--- config.mk ---
export PLATFORM = sky130hd
export DESIGN_NAME = sop_port
export DESIGN_NICKNAME = d
export VERILOG_FILES = /design/src/hw/sop_pkg.sv /design/src/hw/sop_fifo.sv /design/src/hw/sop_port.sv
export VERILOG_INCLUDE_DIRS = /design/src /design/src/hw
export SDC_FILE = /design/constraint.sdc
export NUM_CORES = 1
export LEC_CHECK = 0
export ABC_AREA = 1
export BUFFER_PORTS_ARGS = -buffer_cell sky130_fd_sc_hd__buf_2
export CAP_MARGIN = 10
export CELL_PAD_IN_SITES_DETAIL_PLACEMENT = 1
export CELL_PAD_IN_SITES_GLOBAL_PLACEMENT = 2
export CORE_MARGIN = 4
export CORE_UTILIZATION = 35
export DETAILED_ROUTE_END_ITERATION = 12
export GPL_ROUTABILITY_DRIVEN = 0
export PLACE_DENSITY = 0.73
export SETUP_SLACK_MARGIN = 0.3
export SLEW_MARGIN = 20
export SYNTH_ARGS = -nofsm -noshare
export SYNTH_HDL_FRONTEND = slang
export SYNTH_SLANG_ARGS = --single-unit
--- constraint.sdc ---
create_clock -name i_clk -period 5.3 [get_ports i_clk]
set_input_delay 0.53 -clock i_clk [delete_from_list [all_inputs] [get_ports i_clk]]
set_output_delay 0.53 -clock i_clk [all_outputs]
set_load 0.05 [all_outputs]
--- src/hw/sop_params.svh ---
// Purpose: Timing counts and field constants for the slave program port.
// Assumes: i_clk is the device oscillator, one period per cycle.
// Notes: All delay, valid and hold figures are oscillator periods.
`ifndef SOP_PARAMS_SVH
`define SOP_PARAMS_SVH

`define SOP_DUMP_VALID_MAX 8'd50
`define SOP_VERIFY_VALID_MAX 8'd220
`define SOP_VERIFY_HOLD_MIN 8'd50
`define SOP_ADDR_STEP 16'h0002
`define SOP_ADDR_RESET 16'h0000
`define SOP_CMD_DUMP 16'h0001
`define SOP_DUMP_DELAY 8'd4
`define SOP_VERIFY_DELAY 8'd8
`define SOP_FIFO_DEPTH 8
`define SOP_FIFO_WIDTH 16

`endif

--- src/hw/sop_pkg.sv ---
// Purpose: Types for the slave program port.
// Assumes: Constants come from sop_params.svh.
// Notes: States are one-hot.
package sop_pkg;
  typedef enum logic [4:0] {
    SOP_IDLE = 5'b00001,
    SOP_LATCHED = 5'b00010,
    SOP_PULSE = 5'b00100,
    SOP_VERIFY = 5'b01000,
    SOP_DONE = 5'b10000
  } sop_state_t;
endpackage : sop_pkg

--- src/hw/sop_fifo.sv ---
// Purpose: Small valid/ready FIFO for dumped words.
// Assumes: Single clock, asynchronous active-high reset.
// Notes: Width and depth are parameters.
`timescale 1ns/1ns
module sop_fifo #(
  parameter int WIDTH = 16,
  parameter int DEPTH = 8
) (
  input wire logic i_clk,
  input wire logic i_sys_rst,
  input wire logic i_in_valid,
  output logic o_in_ready,
  input wire logic [WIDTH-1:0] i_in_data,
  output logic o_out_valid,
  input wire logic i_out_ready,
  output logic [WIDTH-1:0] o_out_data
);
  localparam int AW = $clog2(DEPTH);
  localparam logic [AW:0] FULL = (AW + 1)'(DEPTH);
  logic [WIDTH-1:0] mem [DEPTH];
  logic [AW-1:0] wr_ptr;
  logic [AW-1:0] rd_ptr;
  logic [AW:0] count;
  logic [AW-1:0] next_wr_ptr;
  logic [AW-1:0] next_rd_ptr;
  logic [AW:0] next_count;
  logic push;
  logic pop;

  always_comb begin
    push = i_in_valid && o_in_ready;
    pop = o_out_valid && i_out_ready;
    next_wr_ptr = push ? wr_ptr + 1'b1 : wr_ptr;
    next_rd_ptr = pop ? rd_ptr + 1'b1 : rd_ptr;
    next_count = count + {{AW{1'b0}}, push} - {{AW{1'b0}}, pop};
  end

  always_ff @(posedge i_clk or posedge i_sys_rst) begin
    if (i_sys_rst) begin
      wr_ptr <= '0;
      rd_ptr <= '0;
      count <= '0;
    end else begin
      wr_ptr <= next_wr_ptr;
      rd_ptr <= next_rd_ptr;
      count <= next_count;
    end
  end

  always_ff @(posedge i_clk) begin
    if (push) begin
      mem[wr_ptr] <= i_in_data;
    end
  end

  assign o_in_ready = (count != FULL);
  assign o_out_valid = (count != '0);
  assign o_out_data = mem[rd_ptr];
endmodule : sop_fifo

--- src/hw/sop_port.sv ---
// Purpose: Slave-mode one-time-programmable word program and dump port.
// Assumes: Strobes are asynchronous pins; clock is the oscillator.
// Notes: Dumped words queue in a FIFO before reaching the port pins.
`timescale 1ns/1ns
`include "sop_params.svh"

// Function
// - A dumped word is on ports 3 and 4 within 50 periods of the pulse fall.
// - A dump pulse lasts 50 periods; real programming uses quick-pulse.
// - The verify flag stays stable 50 periods after the step strobe falls.
// - The verify flag is valid within 220 periods of the pulse rise.
// - Each step pulse advances the address by two bytes.
module sop_port (
  input wire logic i_clk,
  input wire logic i_sys_rst,
  input wire logic i_address_latch_strobe_n,
  input wire logic i_write_pulse_strobe_n,
  input wire logic i_address_step_strobe_n,
  input wire logic [15:0] i_port_data,
  output logic [15:0] o_port_data,
  output logic [15:0] o_port_oe,
  output logic o_verify_pass_flag,
  output logic [15:0] o_mem_addr,
  output logic [15:0] o_mem_wdata,
  output logic o_mem_write,
  input wire logic [15:0] i_mem_rdata
);
  // ----------------------------------------------------------------
  // Pin synchronisers
  // ----------------------------------------------------------------
  logic [2:0] sync_a;
  logic [2:0] sync_b;
  logic [2:0] strobe_last;
  logic [15:0] data_a;
  logic [15:0] data_b;

  always_ff @(posedge i_clk or posedge i_sys_rst) begin
    if (i_sys_rst) begin
      sync_a <= 3'h7;
      sync_b <= 3'h7;
      strobe_last <= 3'h7;
      data_a <= 16'h0000;
      data_b <= 16'h0000;
    end else begin
      sync_a <= {i_address_step_strobe_n, i_write_pulse_strobe_n,
                 i_address_latch_strobe_n};
      sync_b <= sync_a;
      strobe_last <= sync_b;
      data_a <= i_port_data;
      data_b <= data_a;
    end
  end

  logic latch_rise;
  logic pulse_fall;
  logic pulse_rise;
  logic step_fall;
  always_comb begin
    latch_rise = sync_b[0] && !strobe_last[0];
    pulse_fall = !sync_b[1] && strobe_last[1];
    pulse_rise = sync_b[1] && !strobe_last[1];
    step_fall = !sync_b[2] && strobe_last[2];
  end

  // ----------------------------------------------------------------
  // Sequencer
  // ----------------------------------------------------------------
  sop_pkg::sop_state_t state;
  sop_pkg::sop_state_t next_state;
  logic [15:0] addr;
  logic [15:0] next_addr;
  logic dump_mode;
  logic next_dump_mode;
  logic [7:0] timer;
  logic [7:0] next_timer;
  logic verify;
  logic next_verify;
  logic [15:0] wdata;
  logic [15:0] next_wdata;
  logic wr_pulse;
  logic next_wr_pulse;
  logic dump_push;
  logic next_dump_push;
  logic [15:0] dump_word;
  logic [15:0] next_dump_word;
  logic fifo_ready;
  logic fifo_valid;
  logic [15:0] fifo_word;
  logic drive;
  logic next_drive;
  logic [15:0] pins;
  logic [15:0] next_pins;
  logic step_wait;
  logic next_step_wait;
  logic [7:0] hold;
  logic [7:0] next_hold;
  logic ver_res;
  logic next_ver_res;
  logic ver_due;
  logic next_ver_due;
  logic busy;

  always_comb begin
    next_state = state;
    next_addr = addr;
    next_dump_mode = dump_mode;
    next_timer = timer;
    next_verify = verify;
    next_wdata = wdata;
    next_wr_pulse = 1'b0;
    next_dump_push = 1'b0;
    next_dump_word = dump_word;
    next_step_wait = step_wait;
    next_hold = hold;
    next_ver_res = ver_res;
    next_ver_due = ver_due;
    busy = (state == sop_pkg::SOP_PULSE) ||
           (state == sop_pkg::SOP_VERIFY && timer != 8'h01);
    if (timer != 8'h00) begin
      next_timer = timer - 8'h01;
    end
    // Step waits until the word in flight is written and read back
    if ((step_fall || step_wait) && !busy) begin
      next_addr = addr + `SOP_ADDR_STEP;
      next_step_wait = 1'b0;
    end else if (step_fall) begin
      next_step_wait = 1'b1;
    end
    // Flag frozen for the hold time after each step fall
    if (step_fall) begin
      next_hold = `SOP_VERIFY_HOLD_MIN;
    end else if (hold != 8'h00) begin
      next_hold = hold - 8'h01;
    end
    if (ver_due && hold == 8'h00 && !step_fall) begin
      next_verify = ver_res;
      next_ver_due = 1'b0;
    end
    case (state)
      sop_pkg::SOP_IDLE: begin
        if (latch_rise) begin
          next_dump_mode = (data_b == `SOP_CMD_DUMP);
          next_state = sop_pkg::SOP_LATCHED;
        end
      end
      sop_pkg::SOP_LATCHED: begin
        if (latch_rise) begin
          next_addr = data_b;
        end else if (pulse_fall) begin
          next_wdata = data_b;
          next_timer = dump_mode ? `SOP_DUMP_DELAY : 8'h00;
          next_state = sop_pkg::SOP_PULSE;
        end
      end
      sop_pkg::SOP_PULSE: begin
        if (dump_mode && timer == 8'h01 && fifo_ready) begin
          next_dump_word = i_mem_rdata;
          next_dump_push = 1'b1;
        end
        if (pulse_rise) begin
          next_wr_pulse = !dump_mode;
          next_timer = `SOP_VERIFY_DELAY;
          next_state = sop_pkg::SOP_VERIFY;
        end
      end
      sop_pkg::SOP_VERIFY: begin
        if (timer == 8'h01) begin
          next_ver_res = dump_mode || (i_mem_rdata == wdata);
          next_ver_due = 1'b1;
          next_state = sop_pkg::SOP_DONE;
        end
      end
      sop_pkg::SOP_DONE: begin
        // Flag held until the next verify result is released
        if (pulse_fall) begin
          next_wdata = data_b;
          next_timer = dump_mode ? `SOP_DUMP_DELAY : 8'h00;
          next_state = sop_pkg::SOP_PULSE;
        end else if (latch_rise) begin
          next_state = sop_pkg::SOP_IDLE;
        end
      end
      default: next_state = sop_pkg::SOP_IDLE;
    endcase
  end

  always_comb begin
    next_drive = dump_mode && (state == sop_pkg::SOP_PULSE ||
                               state == sop_pkg::SOP_VERIFY ||
                               state == sop_pkg::SOP_DONE);
    next_pins = fifo_valid ? fifo_word : pins;
  end

  always_ff @(posedge i_clk or posedge i_sys_rst) begin
    if (i_sys_rst) begin
      state <= sop_pkg::SOP_IDLE;
      addr <= `SOP_ADDR_RESET;
      dump_mode <= 1'b0;
      timer <= 8'h00;
      verify <= 1'b0;
      wdata <= 16'h0000;
      wr_pulse <= 1'b0;
      dump_push <= 1'b0;
      dump_word <= 16'h0000;
      drive <= 1'b0;
      pins <= 16'h0000;
      step_wait <= 1'b0;
      hold <= 8'h00;
      ver_res <= 1'b0;
      ver_due <= 1'b0;
    end else begin
      state <= next_state;
      addr <= next_addr;
      dump_mode <= next_dump_mode;
      timer <= next_timer;
      verify <= next_verify;
      wdata <= next_wdata;
      wr_pulse <= next_wr_pulse;
      dump_push <= next_dump_push;
      dump_word <= next_dump_word;
      drive <= next_drive;
      pins <= next_pins;
      step_wait <= next_step_wait;
      hold <= next_hold;
      ver_res <= next_ver_res;
      ver_due <= next_ver_due;
    end
  end

  // ----------------------------------------------------------------
  // Dump buffer
  // ----------------------------------------------------------------
  sop_fifo #(
    .WIDTH(`SOP_FIFO_WIDTH),
    .DEPTH(`SOP_FIFO_DEPTH)
  ) u_fifo (
    .i_clk(i_clk),
    .i_sys_rst(i_sys_rst),
    .i_in_valid(dump_push),
    .o_in_ready(fifo_ready),
    .i_in_data(dump_word),
    .o_out_valid(fifo_valid),
    .i_out_ready(1'b1),
    .o_out_data(fifo_word)
  );

  assign o_port_data = pins;
  assign o_port_oe = {16{drive}};
  assign o_verify_pass_flag = verify;
  assign o_mem_addr = addr;
  assign o_mem_wdata = wdata;
  assign o_mem_write = wr_pulse;
endmodule : sop_port

==> impl_metrics.json <==
{
  "clkSlewWorstSetupHoldPaths_ps": 60,
  "synth_area_sq_um": 11700,
  "ys_types": 41,
  "relSlewSlack": 0.339,
  "post_cts_resized": 0,
  "initial_utilization": 0.357,
  "vdd_drop_max_v": 0.000285,
  "cts_sinks": 272,
  "cap_violations": 0,
  "p_sw_w": 0.00183,
  "synth_top_cells_by_area": "edfxtp_1, dfrtp_1, nand2_1, o211ai_1, inv_1",
  "coreArea_sq_um": 32700,
  "rsz0062_at_grt": "false",
  "grt_pass1_wl_um": 44700,
  "finalCriticalPeriod_ps": 3000,
  "cp_max_fo": 20,
  "first_pass_iters": 4,
  "fin_worst_hold_slack_ps": 76.9,
  "layout_common_cells": "nand2_1, dfrtp_1, edfxtp_1",
  "diodes": 0,
  "finalHoldViolations": 0,
  "ys_seq_area_frac": 0.639,
  "setup_violations": 0,
  "cts-buffers-inserted": 30,
  "regToRegSetupSlack_ps": 2300,
  "dieArea_sq_um": 36300,
  "finalPower_w": 0.00576,
  "fin_crit_sh": 0.566,
  "drive_above_1_share": 0.196,
  "p_seq_frac": 0.447,
  "power_density_nw_per_um2": 427,
  "tightest_slew_ps": 990,
  "post_cts_buffers": 0,
  "cts_tree": "built",
  "synthArstFlopShare": 0.529,
  "clock_path_buffers": 3,
  "leakagePower_nw": 5.93,
  "ys_ff_latch": 272,
  "fin_skew_ps": 13.6,
  "status": "finished, final reports clean",
  "critPathKind": "flop to flop",
  "synth_nets": 1094,
  "worstReg2RegStart": "u_fifo.count[1]",
  "p_int_w": 0.00392,
  "clockPowerShare": 0.356,
  "fin_util": 0.412,
  "reg2reg_to": "u_fifo.count[1]",
  "worst_setup_path_end_kind": "flop",
  "synth_top_cell_by_area": "edfxtp_1",
  "grt_usage": 0.155,
  "slew_viol_final": 0,
  "yosysTopAreaCellShare": 0.329,
  "via_per_inst": 4.69,
  "final_common_cell": "nand2_1",
  "hold_end": "sync_a[0]",
  "synth_edf_count": 128,
  "yosys_warnings": 0,
  "grt_pass1_vias": 8042,
  "cp.arrival_ps": 3440,
  "wl_um": 27800,
  "dp_slack_ps": 2270,
  "cts_hold_buf": 0,
  "p_comb_frac": 0.198,
  "avgSynthCellArea_sq_um": 11.2,
  "ant_nets": 0,
  "nNetsFinal": 1184,
  "hold_depth": 1,
  "fin_setup_tns_ps": 0,
  "antenna_found_initial": 1,
  "ys.flop_type": "dfrtp_1",
  "io_buffers": 102,
  "worst_slack_ps": 2300,
  "syn2layout_area_growth_pct": 15.4,
  "synthCells": 1042,
  "clock.fmax_mhz": 333,
  "root_buffer": "clkbuf_16",
  "fp-row-count": 66,
  "die_w_um": 191,
  "htreeDepth": 1,
  "wire_per_inst_um": 17.4,
  "cp_data_required_time_ps": 5740,
  "drt_iter0_drc": 313,
  "die_height_um": 191,
  "place_hpwl_um": 19100,
  "vias": 7488,
  "overflow": 0,
  "p_sw_frac": 0.318,
  "worstHoldStart": "i_address_latch_strobe_n",
  "insertion_delay_ps": 550,
  "io_pins": 103,
  "startpoint_type": "flop",
  "grt_max_degree": 94,
  "fillCellCount": 3642,
  "min_path_type": "input port to flop",
  "drc": 0,
  "reg2reg_depth": 8
}
-- how the worst max path moves through the flow --
stage	startpoint	end	cells past startpoint
after floorplan	i_sys_rst	data_a[0]	1
after global placement	u_fifo.count[1]	u_fifo.count[1]	8
after detailed placement	u_fifo.count[1]	u_fifo.count[1]	8
after CTS	u_fifo.count[1]	u_fifo.count[1]	8
after global routing	u_fifo.count[1]	u_fifo.count[1]	8
final	u_fifo.count[1]	u_fifo.count[1]	8
-- synthesized netlist by cell type, types with 3 or more instances --
library cell / n
ha_1: 14
a21oi_1: 7
nand2_1: 228
clkbuf_1: 16
inv_2: 10
xor2_1: 15
nand3_2: 8
edfxtp_1: 128
dfrtp_1: 134
buf_2: 13
o21ai_0: 14
buf_6: 3
nor2_4: 6
nor2_1: 47
nor4_1: 3
xnor2_1: 22
dfstp_2: 10
nor2_2: 4
nand3_1: 60
mux2i_1: 32
buf_4: 18
nand4_1: 13
inv_1: 116
o21ai_1: 18
nor3_1: 7
nand2_2: 13
o211ai_1: 65
-- worst max-delay path, cell delays in order, from the launching register on --
cell and delay, ps:
dfrtp_1 430, nor2_2 540, nand2_1 640, ha_1 490, inv_1 60, ha_1 160
inv_1 60, fa_1 480, inv_1 40
-- registers in the layout, summed over array words and instances, names as in the netlist, 3 cells and up --
name	flops
sync_a	3
strobe_last	3
o_port_data	16
dump_word	16
o_mem_addr	16
hold	8
state	5
data_a	16
u_fifo.mem	128
sync_b	3
u_fifo.count	4
u_fifo.rd_ptr	3
data_b	16
timer	8
o_mem_wdata	16
u_fifo.wr_ptr	3
-- power by group through the flow --
stage          Sequential [W]  Combinational, W  Clock, W
2_1_floorplan         0.00290          0.000552         0
3_3_place_gp          0.00261           0.00113         0
3_5_place_dp          0.00261           0.00115         0
4_1_cts               0.00258           0.00115   0.00211
5_1_grt               0.00260           0.00127   0.00220
6_report              0.00257           0.00114   0.00205
-- layer usage --
layer | routed length, um | share of wire | vias up | global-route usage
met4 | 408 | 0.015 | 2 | 0.0254
met5 | 13 | 0.00047 | - | 0
met1 | 12600 | 0.45 | 3680 | 0.210
li1 | - | - | 3641 | -
met2 | 13500 | 0.48 | 129 | 0.261
met3 | 1310 | 0.047 | 36 | 0.0330
-- final cells by class --
class                           instances  area, sq um  area share
Clock buffer                           38          801      0.0594
Sequential cell                       272         7460       0.554
Clock inverter                         17          178      0.0132
Timing Repair Buffer                  109          563      0.0418
Multi-Input combinational cell        592         3430       0.255
Inverter                              127          482      0.0358
Tap cell                              442          553      0.0410
-- through the flow --
| step | instances | area [sq um] |
|---|---|---|
| floorplan | 1042 | 11700 |
| global placement | 1542 | 12500 |
| detailed placement | 1542 | 12500 |
| CTS | 1597 | 13500 |
| global route | 1597 | 13500 |
| finish | 1597 | 13500 |
-- kinds of logic after synthesis --
kind of cell / count (synthesis) / synth area share
and+or+nand+nor: 398 / 0.159
DFF: 272 / 0.639
buffers and inverters: 178 / 0.0677
AOI/OAI and AO/OA: 109 / 0.0616
xor gates and xnor gates: 37 / 0.0278
muxes: 33 / 0.0284
adders and majority gates: 15 / 0.0167
Note: power is estimated with default switching activity, not from simulation.
